## config.mk

```make
export PLATFORM = sky130hd
export DESIGN_NAME = lin_interrupt_enable_set
export DESIGN_NICKNAME = d
export VERILOG_FILES = /design/src/design/lin_irq_pkg.sv /design/src/design/lin_evt_status.sv /design/src/design/lin_interrupt_enable_set.sv /design/src/design/lin_mode_filter.sv
export SDC_FILE = /design/constraint.sdc
export NUM_CORES = 1
export LEC_CHECK = 0
export ABC_AREA = 1
export BUFFER_PORTS_ARGS = -buffer_cell sky130_fd_sc_hd__buf_2
export CAP_MARGIN = 20
export CORE_ASPECT_RATIO = 1.25
export CORE_MARGIN = 2
export CORE_UTILIZATION = 57
export CTS_CLUSTER_DIAMETER = 80
export CTS_CLUSTER_SIZE = 20
export DETAILED_ROUTE_END_ITERATION = 8
export HOLD_SLACK_MARGIN = 0.02
export PLACE_DENSITY = 0.88
export SYNTH_ARGS = -nofsm -noshare
export SYNTH_HDL_FRONTEND = slang
export SYNTH_HIERARCHICAL = 1
export SYNTH_SLANG_ARGS = --single-unit
export TNS_END_PERCENT = 1
```

## constraint.sdc

```tcl
create_clock -name clk_sys_i -period 1.8 [get_ports clk_sys_i]
set_input_delay 0 -clock clk_sys_i [delete_from_list [all_inputs] [get_ports clk_sys_i]]
set_output_delay 0 -clock clk_sys_i [all_outputs]
set_load 0.01 [all_outputs]
```

## src/design/lin_irq_pkg.sv

```systemverilog
// package: offsets, bit positions and masks of the interrupt-enable set block
package lin_irq_pkg;

  localparam int ADDR_W = 4;
  localparam int DATA_W = 32;

  // register offsets (byte addresses)
  localparam logic [ADDR_W-1:0] OFS_IRQ_ENABLE_SET = 4'h0;
  localparam logic [ADDR_W-1:0] OFS_IRQ_ENABLE_CLR = 4'h4;
  localparam logic [ADDR_W-1:0] OFS_EVT_STATUS = 4'h8;
  localparam logic [ADDR_W-1:0] OFS_EVT_MASK = 4'hc;

  // enable bit positions
  localparam int BIT_BIT_ERR = 31;
  localparam int BIT_BUS_FAULT = 30;
  localparam int BIT_CHECKSUM = 29;
  localparam int BIT_SYNC_BAD = 28;
  localparam int BIT_NO_RESP = 27;
  localparam int BIT_FRAMING = 26;
  localparam int BIT_OVERRUN = 25;
  localparam int BIT_PARITY = 24;
  localparam int BIT_ID_MATCH = 13;
  localparam int BIT_RX = 9;
  localparam int BIT_TX = 8;
  localparam int BIT_TOA3_WUS = 7;
  localparam int BIT_TOA_WUS = 6;
  localparam int BIT_TIMEOUT = 4;
  localparam int BIT_WAKEUP = 1;
  localparam int BIT_BREAK = 0;

  // writable only in lin mode
  localparam logic [DATA_W-1:0] MASK_LIN_ONLY = 32'hf80020d0;
  // writable only in uart-compatible mode
  localparam logic [DATA_W-1:0] MASK_UART_ONLY = 32'h00000001;
  // writable in either mode
  localparam logic [DATA_W-1:0] MASK_ANY_MODE = 32'h07000302;
  localparam logic [DATA_W-1:0] MASK_IMPL = MASK_LIN_ONLY | MASK_UART_ONLY | MASK_ANY_MODE;
  // sources effective only in lin mode
  localparam logic [DATA_W-1:0] MASK_LIN_EFFECT = 32'hf8000000;
  localparam logic [DATA_W-1:0] ENABLE_RESET = 32'h00000000;

  // sticky event status bits
  localparam int EVT_W = 2;
  localparam int EVT_SET_LOST = 0; // write of ones to an enable refused by mode
  localparam int EVT_REQ_RISE = 1; // gated request went active

  typedef struct packed {
    logic [ADDR_W-1:0] addr;
    logic [DATA_W-1:0] wdata;
    logic wr;
    logic rd;
  } reg_req_t;

endpackage : lin_irq_pkg

```

## src/design/lin_evt_status.sv

```systemverilog
// sticky event status with write-one-to-clear, mask and level interrupt
`timescale 1ns/10ps
`default_nettype none
module lin_evt_status
  import lin_irq_pkg::*;
#(
  parameter int WIDTH = EVT_W
) (
  input wire logic clk_sys_i,
  input wire logic rst_n_i,
  input wire logic [WIDTH-1:0] event_i,
  input wire logic [WIDTH-1:0] clear_i,
  input wire logic [WIDTH-1:0] mask_i,
  output logic [WIDTH-1:0] status_o,
  output logic irq_o
);

  // refuse a width that leaves no status bit to hold an event
  if (WIDTH < 1) begin : g_bad_width
    $error("lin_evt_status: WIDTH must be at least 1");
  end

  logic [WIDTH-1:0] status_reg;
  logic [WIDTH-1:0] status_next;

  // set wins over a clear arriving in the same cycle
  assign status_next = (status_reg & ~clear_i) | event_i;

  always_ff @(posedge clk_sys_i or negedge rst_n_i) begin
    if (!rst_n_i) begin
      status_reg <= '0;
    end else begin
      status_reg <= status_next;
    end
  end

  assign status_o = status_reg;
  assign irq_o = |(status_reg & mask_i);

endmodule : lin_evt_status
`default_nettype wire

```

## src/design/lin_interrupt_enable_set.sv

```systemverilog
// interrupt-enable set register of a lin / uart-compatible serial controller
// Notes on behaviour
// [RULE1] writing one sets enable, zero keeps it
// [RULE2] read returns current enables, any access mode
// [RULE3] bit 31 enables bit-error request, lin only
// [RULE4] bit 30 enables bus-fault request, lin only
// [RULE5] bit 29 enables checksum request, lin only
// [RULE6] bit 28 enables bad sync request, lin only
// [RULE7] bit 27 enables missing response request, lin only
// [RULE8] lin-only bits writable only in lin mode
// [RULE9] break-detect bit 0 writable only in uart mode
// [RULE10] bits 9, 8, 1 writable in both modes
// [RULE11] all enables cleared at reset
// [RULE12] bit 26 framing enable works both modes
// [RULE13] reserved bits read zero, ignore writes
//
// Chosen here: the register addresses and the address-and-strobe port.
`timescale 1ns/10ps
`default_nettype none
module lin_interrupt_enable_set
  import lin_irq_pkg::*;
(
  input wire logic clk_sys_i,
  input wire logic rst_n_i,
  input wire logic [ADDR_W-1:0] reg_addr_i,
  input wire logic [DATA_W-1:0] reg_wdata_i,
  input wire logic reg_wr_i,
  input wire logic reg_rd_i,
  output logic [DATA_W-1:0] reg_rdata_o,
  input wire logic lin_mode_i,
  input wire logic privileged_write_access_i,
  input wire logic [DATA_W-1:0] source_flags_i,
  output logic [DATA_W-1:0] irq_request_o,
  output logic irq_o
);

  reg_req_t req;
  assign req = '{addr: reg_addr_i, wdata: reg_wdata_i, wr: reg_wr_i, rd: reg_rd_i};

  logic [DATA_W-1:0] enable_reg;
  logic [DATA_W-1:0] enable_next;
  logic [DATA_W-1:0] rdata_reg;
  logic [DATA_W-1:0] rdata_next;
  logic [DATA_W-1:0] request_reg;
  logic [DATA_W-1:0] request_next;
  logic [EVT_W-1:0] evt_mask_reg;
  logic [EVT_W-1:0] evt_status;
  logic [EVT_W-1:0] evt_pulse;
  logic [EVT_W-1:0] evt_clear;
  logic [DATA_W-1:0] write_mask;
  logic [DATA_W-1:0] effect_mask;
  logic hit_set;
  logic hit_clr;
  logic hit_status;
  logic hit_mask;

  lin_mode_filter lin_mode_filter_i (
    .lin_mode_i(lin_mode_i),
    .write_mask_o(write_mask),
    .effect_mask_o(effect_mask)
  );

  // address decode
  assign hit_set = (req.addr == OFS_IRQ_ENABLE_SET);
  assign hit_clr = (req.addr == OFS_IRQ_ENABLE_CLR);
  assign hit_status = (req.addr == OFS_EVT_STATUS);
  assign hit_mask = (req.addr == OFS_EVT_MASK);

  // ones set enables, zeros do nothing; mode gates which bits take it
  // the clear alias stands in for the companion clear register so tests can disable
  assign enable_next = (req.wr && hit_set) ? (enable_reg | (req.wdata & write_mask))
                     : (req.wr && hit_clr) ? (enable_reg & ~(req.wdata & write_mask))
                     : enable_reg; // see [RULE1] see [RULE8] see [RULE9] see [RULE10] see [RULE13]

  // read mux; privileged access does not change what is returned
  assign rdata_next = !req.rd ? '0
                    : (hit_set || hit_clr) ? (enable_reg & MASK_IMPL)
                    : hit_status ? {{(DATA_W-EVT_W){1'b0}}, evt_status}
                    : hit_mask ? {{(DATA_W-EVT_W){1'b0}}, evt_mask_reg}
                    : '0; // see [RULE2] see [RULE13]

  // requests reach the flag side only for enabled sources effective in this mode
  assign request_next = source_flags_i & enable_reg & effect_mask; // see [RULE3] see [RULE4] see [RULE5] see [RULE6] see [RULE7] see [RULE12]

  // enables reset to zero
  always_ff @(posedge clk_sys_i or negedge rst_n_i) begin
    if (!rst_n_i) begin
      enable_reg <= ENABLE_RESET; // see [RULE11]
      rdata_reg <= '0;
      request_reg <= '0;
      evt_mask_reg <= '0;
    end else begin
      enable_reg <= enable_next;
      rdata_reg <= rdata_next;
      request_reg <= request_next;
      if (req.wr && hit_mask) begin
        evt_mask_reg <= req.wdata[EVT_W-1:0];
      end
    end
  end

  // events: refused set attempt, and a new request appearing
  assign evt_pulse[EVT_SET_LOST] = req.wr && hit_set && |(req.wdata & MASK_IMPL & ~write_mask);
  assign evt_pulse[EVT_REQ_RISE] = |(request_next & ~request_reg);
  assign evt_clear = (req.wr && hit_status) ? req.wdata[EVT_W-1:0] : '0;

  lin_evt_status #(
    .WIDTH(EVT_W)
  ) lin_evt_status_i (
    .clk_sys_i(clk_sys_i),
    .rst_n_i(rst_n_i),
    .event_i(evt_pulse),
    .clear_i(evt_clear),
    .mask_i(evt_mask_reg),
    .status_o(evt_status),
    .irq_o(irq_o)
  );

  assign reg_rdata_o = rdata_reg;
  assign irq_request_o = request_reg;

  // privileged flag is accepted but does not alter access in this block
  logic unused_priv;
  assign unused_priv = privileged_write_access_i;

  // checks
  AST_SET_STICKS: assert property (@(posedge clk_sys_i) disable iff (!rst_n_i)
    (req.wr && hit_set && lin_mode_i && req.wdata[BIT_BIT_ERR]) |=> enable_reg[BIT_BIT_ERR])
    else $error("bit error enable not set"); // see [RULE1]
  AST_ZERO_KEEPS: assert property (@(posedge clk_sys_i) disable iff (!rst_n_i)
    (req.wr && hit_set) |=> ((enable_reg & $past(enable_reg)) == $past(enable_reg)))
    else $error("write to set register cleared an enable"); // see [RULE1]
  AST_READ_BACK: assert property (@(posedge clk_sys_i) disable iff (!rst_n_i)
    (req.rd && hit_set && !req.wr) |=> (reg_rdata_o == $past(enable_reg)))
    else $error("read data differ from enables"); // see [RULE2]
  AST_LIN_ERR_GATE: assert property (@(posedge clk_sys_i) disable iff (!rst_n_i)
    !lin_mode_i |=> (irq_request_o[31:27] == 5'h00))
    else $error("lin-only request outside lin mode"); // see [RULE3]
  AST_BUS_FAULT_REQ: assert property (@(posedge clk_sys_i) disable iff (!rst_n_i)
    (lin_mode_i && source_flags_i[BIT_BUS_FAULT] && enable_reg[BIT_BUS_FAULT])
    |=> irq_request_o[BIT_BUS_FAULT])
    else $error("bus fault request missing"); // see [RULE4]
  AST_LIN_ONLY_WRITE: assert property (@(posedge clk_sys_i) disable iff (!rst_n_i)
    (!lin_mode_i && !enable_reg[BIT_ID_MATCH]) |=> !enable_reg[BIT_ID_MATCH])
    else $error("id match enable written outside lin mode"); // see [RULE8]
  AST_UART_ONLY_WRITE: assert property (@(posedge clk_sys_i) disable iff (!rst_n_i)
    (lin_mode_i && !enable_reg[BIT_BREAK]) |=> !enable_reg[BIT_BREAK])
    else $error("break enable written in lin mode"); // see [RULE9]
  AST_ANY_MODE_WRITE: assert property (@(posedge clk_sys_i) disable iff (!rst_n_i)
    (req.wr && hit_set && req.wdata[BIT_WAKEUP]) |=> enable_reg[BIT_WAKEUP])
    else $error("wakeup enable not set"); // see [RULE10]
  AST_FRAMING_BOTH: assert property (@(posedge clk_sys_i) disable iff (!rst_n_i)
    (source_flags_i[BIT_FRAMING] && enable_reg[BIT_FRAMING]) |=> irq_request_o[BIT_FRAMING])
    else $error("framing request missing"); // see [RULE12]
  AST_RESERVED_ZERO: assert property (@(posedge clk_sys_i) disable iff (!rst_n_i)
    (enable_reg & ~MASK_IMPL) == '0)
    else $error("reserved enable bit set"); // see [RULE13]
  AST_RESET_CLEAR: assert property (@(posedge clk_sys_i)
    $rose(rst_n_i) |-> (enable_reg == ENABLE_RESET))
    else $error("enables not clear after reset"); // see [RULE11]

  // each lin-only error source must pass once enabled in lin mode
  AST_BIT_ERR_REQ: assert property (@(posedge clk_sys_i) disable iff (!rst_n_i)
    (lin_mode_i && source_flags_i[BIT_BIT_ERR] && enable_reg[BIT_BIT_ERR])
    |=> irq_request_o[BIT_BIT_ERR])
    else $error("bit error request missing"); // see [RULE3]
  AST_CHECKSUM_REQ: assert property (@(posedge clk_sys_i) disable iff (!rst_n_i)
    (lin_mode_i && source_flags_i[BIT_CHECKSUM] && enable_reg[BIT_CHECKSUM])
    |=> irq_request_o[BIT_CHECKSUM])
    else $error("checksum request missing"); // see [RULE5]
  AST_SYNC_BAD_REQ: assert property (@(posedge clk_sys_i) disable iff (!rst_n_i)
    (lin_mode_i && source_flags_i[BIT_SYNC_BAD] && enable_reg[BIT_SYNC_BAD])
    |=> irq_request_o[BIT_SYNC_BAD])
    else $error("bad sync request missing"); // see [RULE6]
  AST_NO_RESP_REQ: assert property (@(posedge clk_sys_i) disable iff (!rst_n_i)
    (lin_mode_i && source_flags_i[BIT_NO_RESP] && enable_reg[BIT_NO_RESP])
    |=> irq_request_o[BIT_NO_RESP])
    else $error("missing response request absent"); // see [RULE7]

  // a request never appears for a source that was not enabled
  AST_REQ_NEEDS_ENABLE: assert property (@(posedge clk_sys_i) disable iff (!rst_n_i)
    1'b1 |=> ((irq_request_o & ~$past(enable_reg)) == '0))
    else $error("request without enable"); // see [RULE3]

  // mode-gated writes land only in their own mode
  AST_ID_LIN_SET: assert property (@(posedge clk_sys_i) disable iff (!rst_n_i)
    (req.wr && hit_set && lin_mode_i && req.wdata[BIT_ID_MATCH]) |=> enable_reg[BIT_ID_MATCH])
    else $error("id match enable not set in lin mode"); // see [RULE8]
  AST_TIMEOUT_LIN_ONLY: assert property (@(posedge clk_sys_i) disable iff (!rst_n_i)
    (!lin_mode_i && !enable_reg[BIT_TIMEOUT]) |=> !enable_reg[BIT_TIMEOUT])
    else $error("timeout enable written outside lin mode"); // see [RULE8]
  AST_BREAK_UART_SET: assert property (@(posedge clk_sys_i) disable iff (!rst_n_i)
    (req.wr && hit_set && !lin_mode_i && req.wdata[BIT_BREAK]) |=> enable_reg[BIT_BREAK])
    else $error("break enable not set in uart mode"); // see [RULE9]

  // receive and transmit enables take a set in either mode, the framing enable a set in uart mode
  AST_RX_ANY_MODE: assert property (@(posedge clk_sys_i) disable iff (!rst_n_i)
    (req.wr && hit_set && req.wdata[BIT_RX]) |=> enable_reg[BIT_RX])
    else $error("receive enable not set"); // see [RULE10]
  AST_TX_ANY_MODE: assert property (@(posedge clk_sys_i) disable iff (!rst_n_i)
    (req.wr && hit_set && req.wdata[BIT_TX]) |=> enable_reg[BIT_TX])
    else $error("transmit enable not set"); // see [RULE10]
  AST_FRAMING_UART_SET: assert property (@(posedge clk_sys_i) disable iff (!rst_n_i)
    (req.wr && hit_set && !lin_mode_i && req.wdata[BIT_FRAMING]) |=> enable_reg[BIT_FRAMING])
    else $error("framing enable not set in uart mode"); // see [RULE12]

  // privileged access must not change what a read returns
  AST_PRIV_READ_SAME: assert property (@(posedge clk_sys_i) disable iff (!rst_n_i)
    (req.rd && hit_set && !req.wr && privileged_write_access_i)
    |=> (reg_rdata_o == $past(enable_reg)))
    else $error("privileged read differs from enables"); // see [RULE2]

  // read data stand only in the cycle after a strobe and never show reserved bits
  AST_READ_IDLE_ZERO: assert property (@(posedge clk_sys_i) disable iff (!rst_n_i)
    !req.rd |=> (reg_rdata_o == '0))
    else $error("read data without read strobe"); // see [RULE13]
  AST_READ_RESERVED_ZERO: assert property (@(posedge clk_sys_i) disable iff (!rst_n_i)
    req.rd |=> ((reg_rdata_o & ~MASK_IMPL) == '0))
    else $error("reserved bit read as one"); // see [RULE13]

endmodule : lin_interrupt_enable_set
`default_nettype wire

```

## src/design/lin_mode_filter.sv

```systemverilog
// mode filter: which bits a write may touch and which sources may fire
`timescale 1ns/10ps
`default_nettype none
module lin_mode_filter
  import lin_irq_pkg::*;
(
  input wire logic lin_mode_i,
  output logic [DATA_W-1:0] write_mask_o,
  output logic [DATA_W-1:0] effect_mask_o
);

  // writable bits in the present mode; reserved bits never
  assign write_mask_o = MASK_ANY_MODE | (lin_mode_i ? MASK_LIN_ONLY : MASK_UART_ONLY);
  // lin-only error sources are gated off outside lin mode
  assign effect_mask_o = lin_mode_i ? MASK_IMPL : (MASK_IMPL & ~MASK_LIN_EFFECT);

endmodule : lin_mode_filter
`default_nettype wire

```

==> impl_metrics.yaml, run 1 <==
worst_setup_path:
  r2r-start: "evt_mask_reg[0]$_DFFE_PN0P_"
  critPathRequiredTime_ps: 2030
  path_class: "input pin to flop"
  worstReg2RegEnd: "evt_mask_reg[0]$_DFFE_PN0P_"
  slowest_stage: "dlygate4sd3_1"
  r2r_slack_ps: 560
  cp_cell_sequence: "buf_2 -> nand2_1 -> nor2_1 -> nand2_1 -> nand2_1 -> o21ai_0 -> dlygate4sd3_1"
  rr_worst_depth: 3
  cp.arrival_ps: 1580
  worstSetupEndpointType: "flop"
  worstSetupStartpoint: "reg_addr_i[2]"
  critPathLaunchType: "input pin"
  cp-endpoint: "evt_mask_reg[0]$_DFFE_PN0P_"
  path_common_cell: "nand2_1"
  crit_path_max_incr_delay_ps: 580
  crit_fanout: 21
timing:
  worst_slew_pin_slew_ps: 554
  min_period_ps: 1340
  finalHoldViolations: 0
  skew_ps: 7.90
  setup_viol: 0
  rsz0062_at_grt: "false"
  fmax_mhz: 745
  fin_ws_ps: 458
  slew_viol_final: 0
  slew_headroom: 0.630
  finalCritPeriodShare: 0.746
  setup_tns_ps: 0
hold_path:
  hold_path_class: "input pin to flop"
placed_design:
  io_buffer_count: 121
  hpwl_um: 6790
  placed_area_mm2: 0.00481
  dpl_worst_slack_ps: 374
  gp_congestion: 0.777
cts:
  clock-sinks: 84
  cts_setup_buffers: 0
  cts_buffer_depth: 2
  clockRootBuffer: "clkbuf_8"
  cts_buffers: 9
  cts_tree: "built"
  htree_levels: 3
  clkTransAtPathRegs_ps: 90
  clk_latency_ps: 350
  cts_resized: 0
finish:
  drive_gt1_frac: 0.240
  layout.nets: 748
  antenna_cells: 0
  final_common_cell: "buf_2"
  area_growth_pct: 19.6
  nFillCells: 615
  mostFrequentLayoutCells: "buf_2 (120), nand2_1 (89), dfrtp_1 (84)"
  fin_area_mm2: 0.00539
yosys:
  synth_top_cell_by_area: "dfrtp_1"
  ys_seq_elements: 84
  ys.warnings.count: 6
  synth.top_cell.area_share: 0.467
  synth_area_mm2: 0.00450
  ys_seq_area_frac: 0.467
  synth_area_leaders: "dfrtp_1 (47%), buf_4 (13%), nand2_1 (7.4%)"
  syn_inst: 529
  syn_avg_cell_area_um2: 8.51
  synth_cell_types: 24
floorplanning:
  die_y_um: 103
  initial_utilization: 0.581
  ioPinCount: 139
  core-area_mm2: 0.00775
  die_w_um: 83.5
  dieArea_mm2: 0.00863
  std_cell_rows: 36
detailed_routing:
  drt-vias-per-instance: 4.71
  routed_wl_um: 9860
  drc: 0
  drt-initial-drc-count: 174
  wl_per_cell_um: 12.7
  postRouteAntennaNets: 0
  num_vias: 3643
  first_pass_iters: 4
grt:
  grt_start_max_net_pins: 49
  overflow: 0
  antenna_found_initial: 0
  grt_pass1_vias: 3655
  grt_util_all_layers: 0.239
  grt_pass1_wl_um: 16200
pwr:
  power_w: 0.00465
  ir_worst_vdd_uv: 564
  p_leak_nw: 3.02
  power_density_mw_per_mm2: 864
run:
  drv_cap: 0
outcome:
  status: "finished clean"
## timing repair
action,CTS,global route
hold endpoints to repair,71,0
setup endpoints to repair,0,0
hold buffers,35,0
## per-layer routing
| layer | routed length, um | up-vias | track usage | part of all wire |
|---|---|---|---|---|
| met1 | 3790 | 1675 | 0.262 | 0.38 |
| met2 | 5300 | 132 | 0.456 | 0.54 |
| met3 | 553 | 18 | 0.0484 | 0.056 |
| met4 | 220 | 0 | 0.0980 | 0.022 |
| met5 | 0 | - | 0 | 0 |
| li1 | - | 1818 | - | - |
## cell families after synthesis
group / after synthesis / synth area share
AND/OR/NAND/NOR: 240 / 0.267
other: 3 / 0.00250
AO/OA/AOI/OAI: 45 / 0.0534
flip-flops: 84 / 0.467
buffers and inverters: 157 / 0.210
## area by class of cell
class	instances	area [um2]	area share
clock buffer	10	138	0.0256
clock inverter	6	87.6	0.0163
inverter	71	267	0.0495
multi-input combinational	350	1690	0.313
sequential	84	2100	0.390
tap	95	119	0.0221
timing repair buffer	158	986	0.183
## cells in the mapped netlist
cell type	number
buf_4	79
nor3_1	1
inv_2	1
inv_1	70
o22ai_1	6
clkbuf_8	2
a21oi_2	2
o21ai_0	16
nand3_1	5
nand4_1	29
clkbuf_1	1
nor2_4	18
or2_4	1
nor2_1	66
nand2_4	1
conb_1	3
dfrtp_1	84
buf_12	1
buf_6	3
a21oi_1	16
and3_1	29
nor2_2	1
nand2_1	89
o21ai_1	5
## power by group
group	internal, W	leakage, nW	total, W	switching [W]
sequential	0.00214	1.08	0.00231	0.000176
clock	0.000819	0.116	0.00150	0.000680
combinational	0.000366	1.83	0.000844	0.000478
total	0.00332	3.02	0.00465	0.00133
## through the flow
step                      std cells  hold WS, ps  utilization
after floorplan                 591         -296            -
after global placement          723        -3.13        0.621
after detailed placement        723       -0.862        0.621
after CTS                       774         21.9        0.695
after global routing            774         38.5        0.695
final                           774         51.2        0.695
## worst min path at each step
stage | to | cells after the start | from | slack, ps
after CTS | flop | 5 | reg_wdata_i[27] | 20
final | lin_evt_status_i/status_o[0]$_DFF_PN0_ | 6 | reg_wr_i | 50
after global routing | flop | 5 | reg_wdata_i[27] | 40
after global placement | reg_rdata_o[27]$_DFF_PN0_ | 1 | rst_n_i | -3
after floorplan | asynchronous set/reset pin | 0 | rst_n_i | -300
after detailed placement | irq_request_o[27]$_DFF_PN0_ | 1 | rst_n_i | -0.9
## critical path: cells and delay by family
kind,cells,cell delay (ps)
AOI/OAI and AO/OA,1,70
buffers and inverters,2,990
and+or+nand+nor,4,520
No activity file was read; power rests on OpenSTA's default activity.
==> inputs of run 2 (changes only) <==
Settings changed: CORE_UTILIZATION 57 to 48, PLACE_DENSITY 0.88 to 0.79.
Clock period 1.8 ns to 1.1 ns, I/O delays scaled along.
==> impl_metrics.yaml, run 2 (same netlist as run 1, synthesis figures left out) <==
finish:
  antenna_cells: 0
  mostFrequentLayoutCells: "buf_2 (120), nand2_1 (89), dfrtp_1 (84)"
  area_growth_pct: 24.7
  layout.nets: 759
  final_common_cell: "buf_2"
  drive_gt1_frac: 0.272
pwr:
  p_leak_nw: 3.13
  p_int_w: 0.00599
  clkPwrFrac: 0.366
  p_seq_frac: 0.453
  ir_worst_vdd_uv: 807
  comb_power_share: 0.182
  swShare: 0.279
  switchingPower_w: 0.00232
  power_density_mw_per_mm2: 1480
floorplanning:
  core-area_mm2: 0.00913
  die_y_um: 112
  initial_utilization: 0.493
  std_cell_rows: 39
  ioPinCount: 139
  dieArea_mm2: 0.0102
  die_w_um: 90.6
timing:
  rsz0062_at_grt: "true"
  skew_ps: 5.54
  fmax_mhz: 873
  slew_viol_final: 0
  min_period_ps: 1150
  hold_slack_ps: 37.9
  setup_viol: 1
  fin_ws_ps: -45.1
  finalCritPeriodShare: 1.04
  finalHoldViolations: 0
detailed_routing:
  routed_wl_um: 10200
  first_pass_iters: 6
  num_vias: 3696
  drt-initial-drc-count: 139
  drt-vias-per-instance: 4.55
  drc: 0
  postRouteAntennaNets: 0
  wl_per_cell_um: 12.6
worst_setup_path:
  rr_worst_depth: 9
  worstSetupStartpoint: "irq_request_o[30]$_DFF_PN0_"
  cp_cell_sequence: "inv_1 -> nand4_1 -> nand2_1 -> nor2_1 -> nand2_1 -> nor2_1 -> nand2_1 -> inv_1 -> nand2_1"
  cp-endpoint: "lin_evt_status_i/status_o[1]$_DFF_PN0_"
  crit_fanout: 2
  r2r-start: "irq_request_o[30]$_DFF_PN0_"
  path_common_cell: "nand2_1"
  cp.arrival_ps: 1370
  critPathLaunchType: "flop"
  crit_path_max_incr_delay_ps: 350
  critPathRequiredTime_ps: 1320
  crit_family: "simple AND/OR/NAND/NOR gates"
  worstSetupEndpointType: "flop"
  critPathBufInv: 2
  slowest_stage: "dfrtp_1"
  worstReg2RegEnd: "lin_evt_status_i/status_o[1]$_DFF_PN0_"
  path_class: "flop to flop"
  path_depth: 9
  r2r_slack_ps: -50
grt:
  grt_use_met1: 0.241
  overflow: 0
  grt_util_all_layers: 0.209
  grt.met2_usage: 0.372
  grt_busiest_layer: "met2"
  antenna_found_initial: 0
  grt_pass1_wl_um: 16800
  grt_util_met3: 0.0309
  grt_start_max_net_pins: 35
  grt_pass1_vias: 3750
hold_path:
  hold_path_class: "input pin to flop"
cts:
  htree_levels: 3
  cts_tree: "built"
  clkTransAtPathRegs_ps: 70
  cts_buffers: 9
  clockRootBuffer: "clkbuf_16"
  clk_latency_ps: 340
  clock-sinks: 84
  cts_buffer_depth: 2
outcome:
  failed_checks: "setup timing"
  status: "finished with violations"
placed_design:
  dpl_worst_slack_ps: -109
  gp_congestion: 0.849
  io_buffer_count: 121
  hpwl_um: 7460
run:
  drv_cap: 0
==> run 2: cell count changes in the layout (fill, tap and decap cells not counted), sizes merged <==
cell         before  now
dlygate4sd3      35   24
buf             123  145
clkinv            4    3
bufinv            2    1
clkinvlp          0    2
==> run 2: worst min-delay path by stage <==
stage / slack [ps] / cells past startpoint / to / from
2_1_floorplan: -300 / 0 / asynchronous set/reset pin / rst_n_i
3_3_place_gp: -130 / 1 / reg_rdata_o[24]$_DFF_PN0_ / rst_n_i
3_5_place_dp: -130 / 1 / irq_request_o[25]$_DFF_PN0_ / rst_n_i
4_1_cts: 20 / 4 / flop / reg_wdata_i[28]
5_1_grt: 40 / 5 / flop / reg_wdata_i[7]
6_report: 40 / 5 / flop / reg_wdata_i[7]
==> run 2: area by class of cell <==
cell class	instances	area, um2
Multi-Input combinational cell	350	1700
Clock inverter	6	63.8
Clock buffer	10	239
Inverter	71	267
Fill cell	794	3510
Tap cell	123	154
Sequential cell	84	2100
Timing Repair Buffer	169	1090
==> run 2: worst register-to-register path, cell delays in order (launching register included) <==
cell and delay, ps:
dfrtp_1 350, inv_1 50, nand4_1 100, nand2_1 70
nor2_1 110, nand2_1 90, nor2_1 110, nand2_1 60
inv_1 50, nand2_1 50
==> run 2: power groups by stage <==
stage | Clock [W] | Combinational [W] | Sequential (W)
after CTS | 0.00310 | 0.00148 | 0.00376
after detailed placement | 0 | 0.00135 | 0.00381
after global placement | 0 | 0.00131 | 0.00379
final | 0.00304 | 0.00151 | 0.00376
after global routing | 0.00323 | 0.00170 | 0.00381
after floorplan | 0 | 0.000910 | 0.00381
==> run 2: metal layers <==
layer | wire length [um] | vias up
met3 | 502 | 24
met1 | 4080 | 1706
li1 | - | 1846
met4 | 308 | 0
met2 | 5330 | 120
met5 | 0 | -
==> run 2: per-stage QoR <==
stage | setup TNS, ps | utilization | total power (W) | std cells | cell area [um2]
finish | -45.1 | 0.615 | 0.00830 | 813 | 5610
floorplan | 0 | - | 0.00472 | 591 | 4730
CTS | -47.1 | 0.614 | 0.00834 | 812 | 5600
detailed placement | -256 | 0.551 | 0.00516 | 769 | 5030
global route | -146 | 0.615 | 0.00875 | 813 | 5610
global placement | -60.8 | 0.551 | 0.00510 | 769 | 5030
==> run 2: repair_timing <==
action,in CTS,in global routing
endpoints found under the hold margin,108,0
gates resized for setup,3,1
pin swaps,14,5
setup buffers,3,1
setup endpoints to repair,1,2
hold buffers,24,0
==> inputs of run 3 (changes only) <==
Settings changed: CORE_UTILIZATION 48 to 40, PLACE_DENSITY 0.79 to 0.77, SYNTH_HIERARCHICAL 1 to default.
==> impl_metrics.yaml, run 3 <==
worst_setup_path:
  critPathRequiredTime_ps: 1100
  r2r_slack_ps: 60
  cp.arrival_ps: 1060
  worstSetupStartpoint: "evt_mask_reg[1]$_DFFE_PN0P_"
  worstReg2RegEnd: "lin_evt_status_i.status_o[1]$_DFF_PN0_"
  crit_fanout: 3
  path_class: "flop to output pin"
  worstSetupEndpointType: "output pin"
  rr_worst_depth: 6
  cp-endpoint: "irq_o"
  critPathLaunchType: "flop"
timing:
  finalHoldViolations: 0
  slew_viol_final: 0
  finalCritPeriodShare: 0.964
  skew_ps: 6.05
  min_period_ps: 1060
  hold_slack_ps: 33.5
  rsz0062_at_grt: "true"
  fmax_mhz: 943
  setup_viol: 0
cts:
  clock-sinks: 52
  cts_buffer_depth: 2
  cts_tree: "built"
  clk_latency_ps: 290
  htree_levels: 2
  clkTransAtPathRegs_ps: 90
  cts_buffers: 5
  clockRootBuffer: "clkbuf_8"
yosys:
  synth.top_cell.area_share: 0.530
  syn_inst: 289
  ys.warnings.count: 0
  synth_area_mm2: 0.00245
  ys_seq_area_frac: 0.530
  synth_edf_count: 0
  synth_flop_cell: "dfrtp_1"
  synth_top_cell_by_area: "dfrtp_1"
  synth_cell_types: 20
  syn_avg_cell_area_um2: 8.49
  synth.most_common_cell: "inv_1"
  ys_seq_elements: 52
  synth_area_leaders: "dfrtp_1 (53%), buf_4 (10%), inv_1 (8.3%)"
  async_flop_share: 1.00
  synth_commonest_cells: "inv_1 (54), dfrtp_1 (52), nand2_1 (46), buf_4 (33), nor2_1 (32)"
floorplanning:
  std_cell_rows: 31
  dieArea_mm2: 0.00678
  die_y_um: 91.6
  ioPinCount: 139
  core-area_mm2: 0.00586
  initial_utilization: 0.419
  die_w_um: 74.1
pwr:
  ir_worst_vdd_uv: 680
  p_leak_nw: 1.87
  power_density_mw_per_mm2: 1230
finish:
  final_common_cell: "buf_2"
  instances_no_fill: 487
  fin_area_mm2: 0.00328
  layout.nets: 478
  mostFrequentLayoutCells: "buf_2 (73), inv_1 (54), dfrtp_1 (52)"
  area_growth_pct: 33.7
  nFillCells: 525
  antenna_cells: 0
  drive_gt1_frac: 0.232
outcome:
  status: "finished clean"
detailed_routing:
  drc: 0
  num_vias: 2080
  drt-vias-per-instance: 4.27
  routed_wl_um: 5410
  postRouteAntennaNets: 0
  drt-initial-drc-count: 91
  first_pass_iters: 4
  wl_per_cell_um: 11.1
placed_design:
  placed_area_mm2: 0.00280
  hpwl_um: 3780
  io_buffer_count: 73
  gp_congestion: 0.798
  dp_cells: 442
grt:
  grt_util_all_layers: 0.164
  antenna_found_initial: 0
  grt_start_max_net_pins: 53
  grt_pass1_wl_um: 8550
  overflow: 0
  grt_pass1_vias: 1983
run:
  drv_cap: 0
hold_path:
  hold_path_class: "input pin to flop"
## run 3: metal layers
| layer | vias to the layer above | part of all wire | routed length [um] | GRT usage |
|---|---|---|---|---|
| li1 | 1045 | - | - | - |
| met1 | 939 | 0.41 | 2220 | 0.193 |
| met2 | 86 | 0.52 | 2800 | 0.281 |
| met3 | 10 | 0.055 | 295 | 0.0344 |
| met4 | 0 | 0.019 | 104 | 0.0682 |
| met5 | - | 0 | 0 | 0 |
## run 3: stage by stage
stage               setup TNS (ps)  setup WS (ps)  total power, W   util
CTS                              0           4.74         0.00409  0.555
global route                 -69.5          -47.8         0.00428  0.560
detailed placement               0           16.0         0.00272  0.478
floorplan                        0            202         0.00254      -
finish                           0           39.4         0.00404  0.560
global placement                 0           23.2         0.00270  0.478
## run 3: final cells by class
cell class | count | area [um2] | share of cell area
Clock buffer | 6 | 72.6 | 0.0221
Inverter | 55 | 206 | 0.0630
Tap cell | 82 | 103 | 0.0313
Clock inverter | 2 | 35.0 | 0.0107
Timing Repair Buffer | 114 | 771 | 0.235
Multi-Input combinational cell | 176 | 791 | 0.241
Sequential cell | 52 | 1300 | 0.397
## run 3: worst min path at each step
stage                                      end  depth (start not counted)             from
finish                                    flop                          3  reg_wdata_i[13]
global route                              flop                          3  reg_wdata_i[13]
CTS                                       flop                          3  reg_wdata_i[13]
detailed placement   reg_rdata_o[25]$_DFF_PN0_                          2          rst_n_i
global placement     reg_rdata_o[25]$_DFF_PN0_                          2          rst_n_i
floorplan           asynchronous set/reset pin                          0          rst_n_i
## run 3: cell families (layout without fill, tap and decap cells)
kind of cell           after synthesis  in the layout  share of synthesized area
buffers and inverters               92            177                      0.198
AOI/OAI and AO/OA                   26             26                     0.0546
and+or+nand+nor                    118            118                      0.216
DFF                                 52             52                      0.530
other                                1             32                    0.00153
## run 3: report_power, final
| group | switching, W | internal [W] |
|---|---|---|
| clock network | 0.000581 | 0.000676 |
| logic | 0.000368 | 0.000295 |
| registers | 0.0000925 | 0.00203 |
## run 3: worst max-delay path, cell delays in order (launching register included)
cell	delay [ps]
dfrtp_1	400
a22o_1	230
buf_2	140
## run 3: what timing repair did
item                                    CTS  global route
endpoints found under the setup margin    0             5
endpoints found under the hold margin    86             0
gates resized for setup                   0             2
setup buffers                             0             3
hold buffers                             34             0
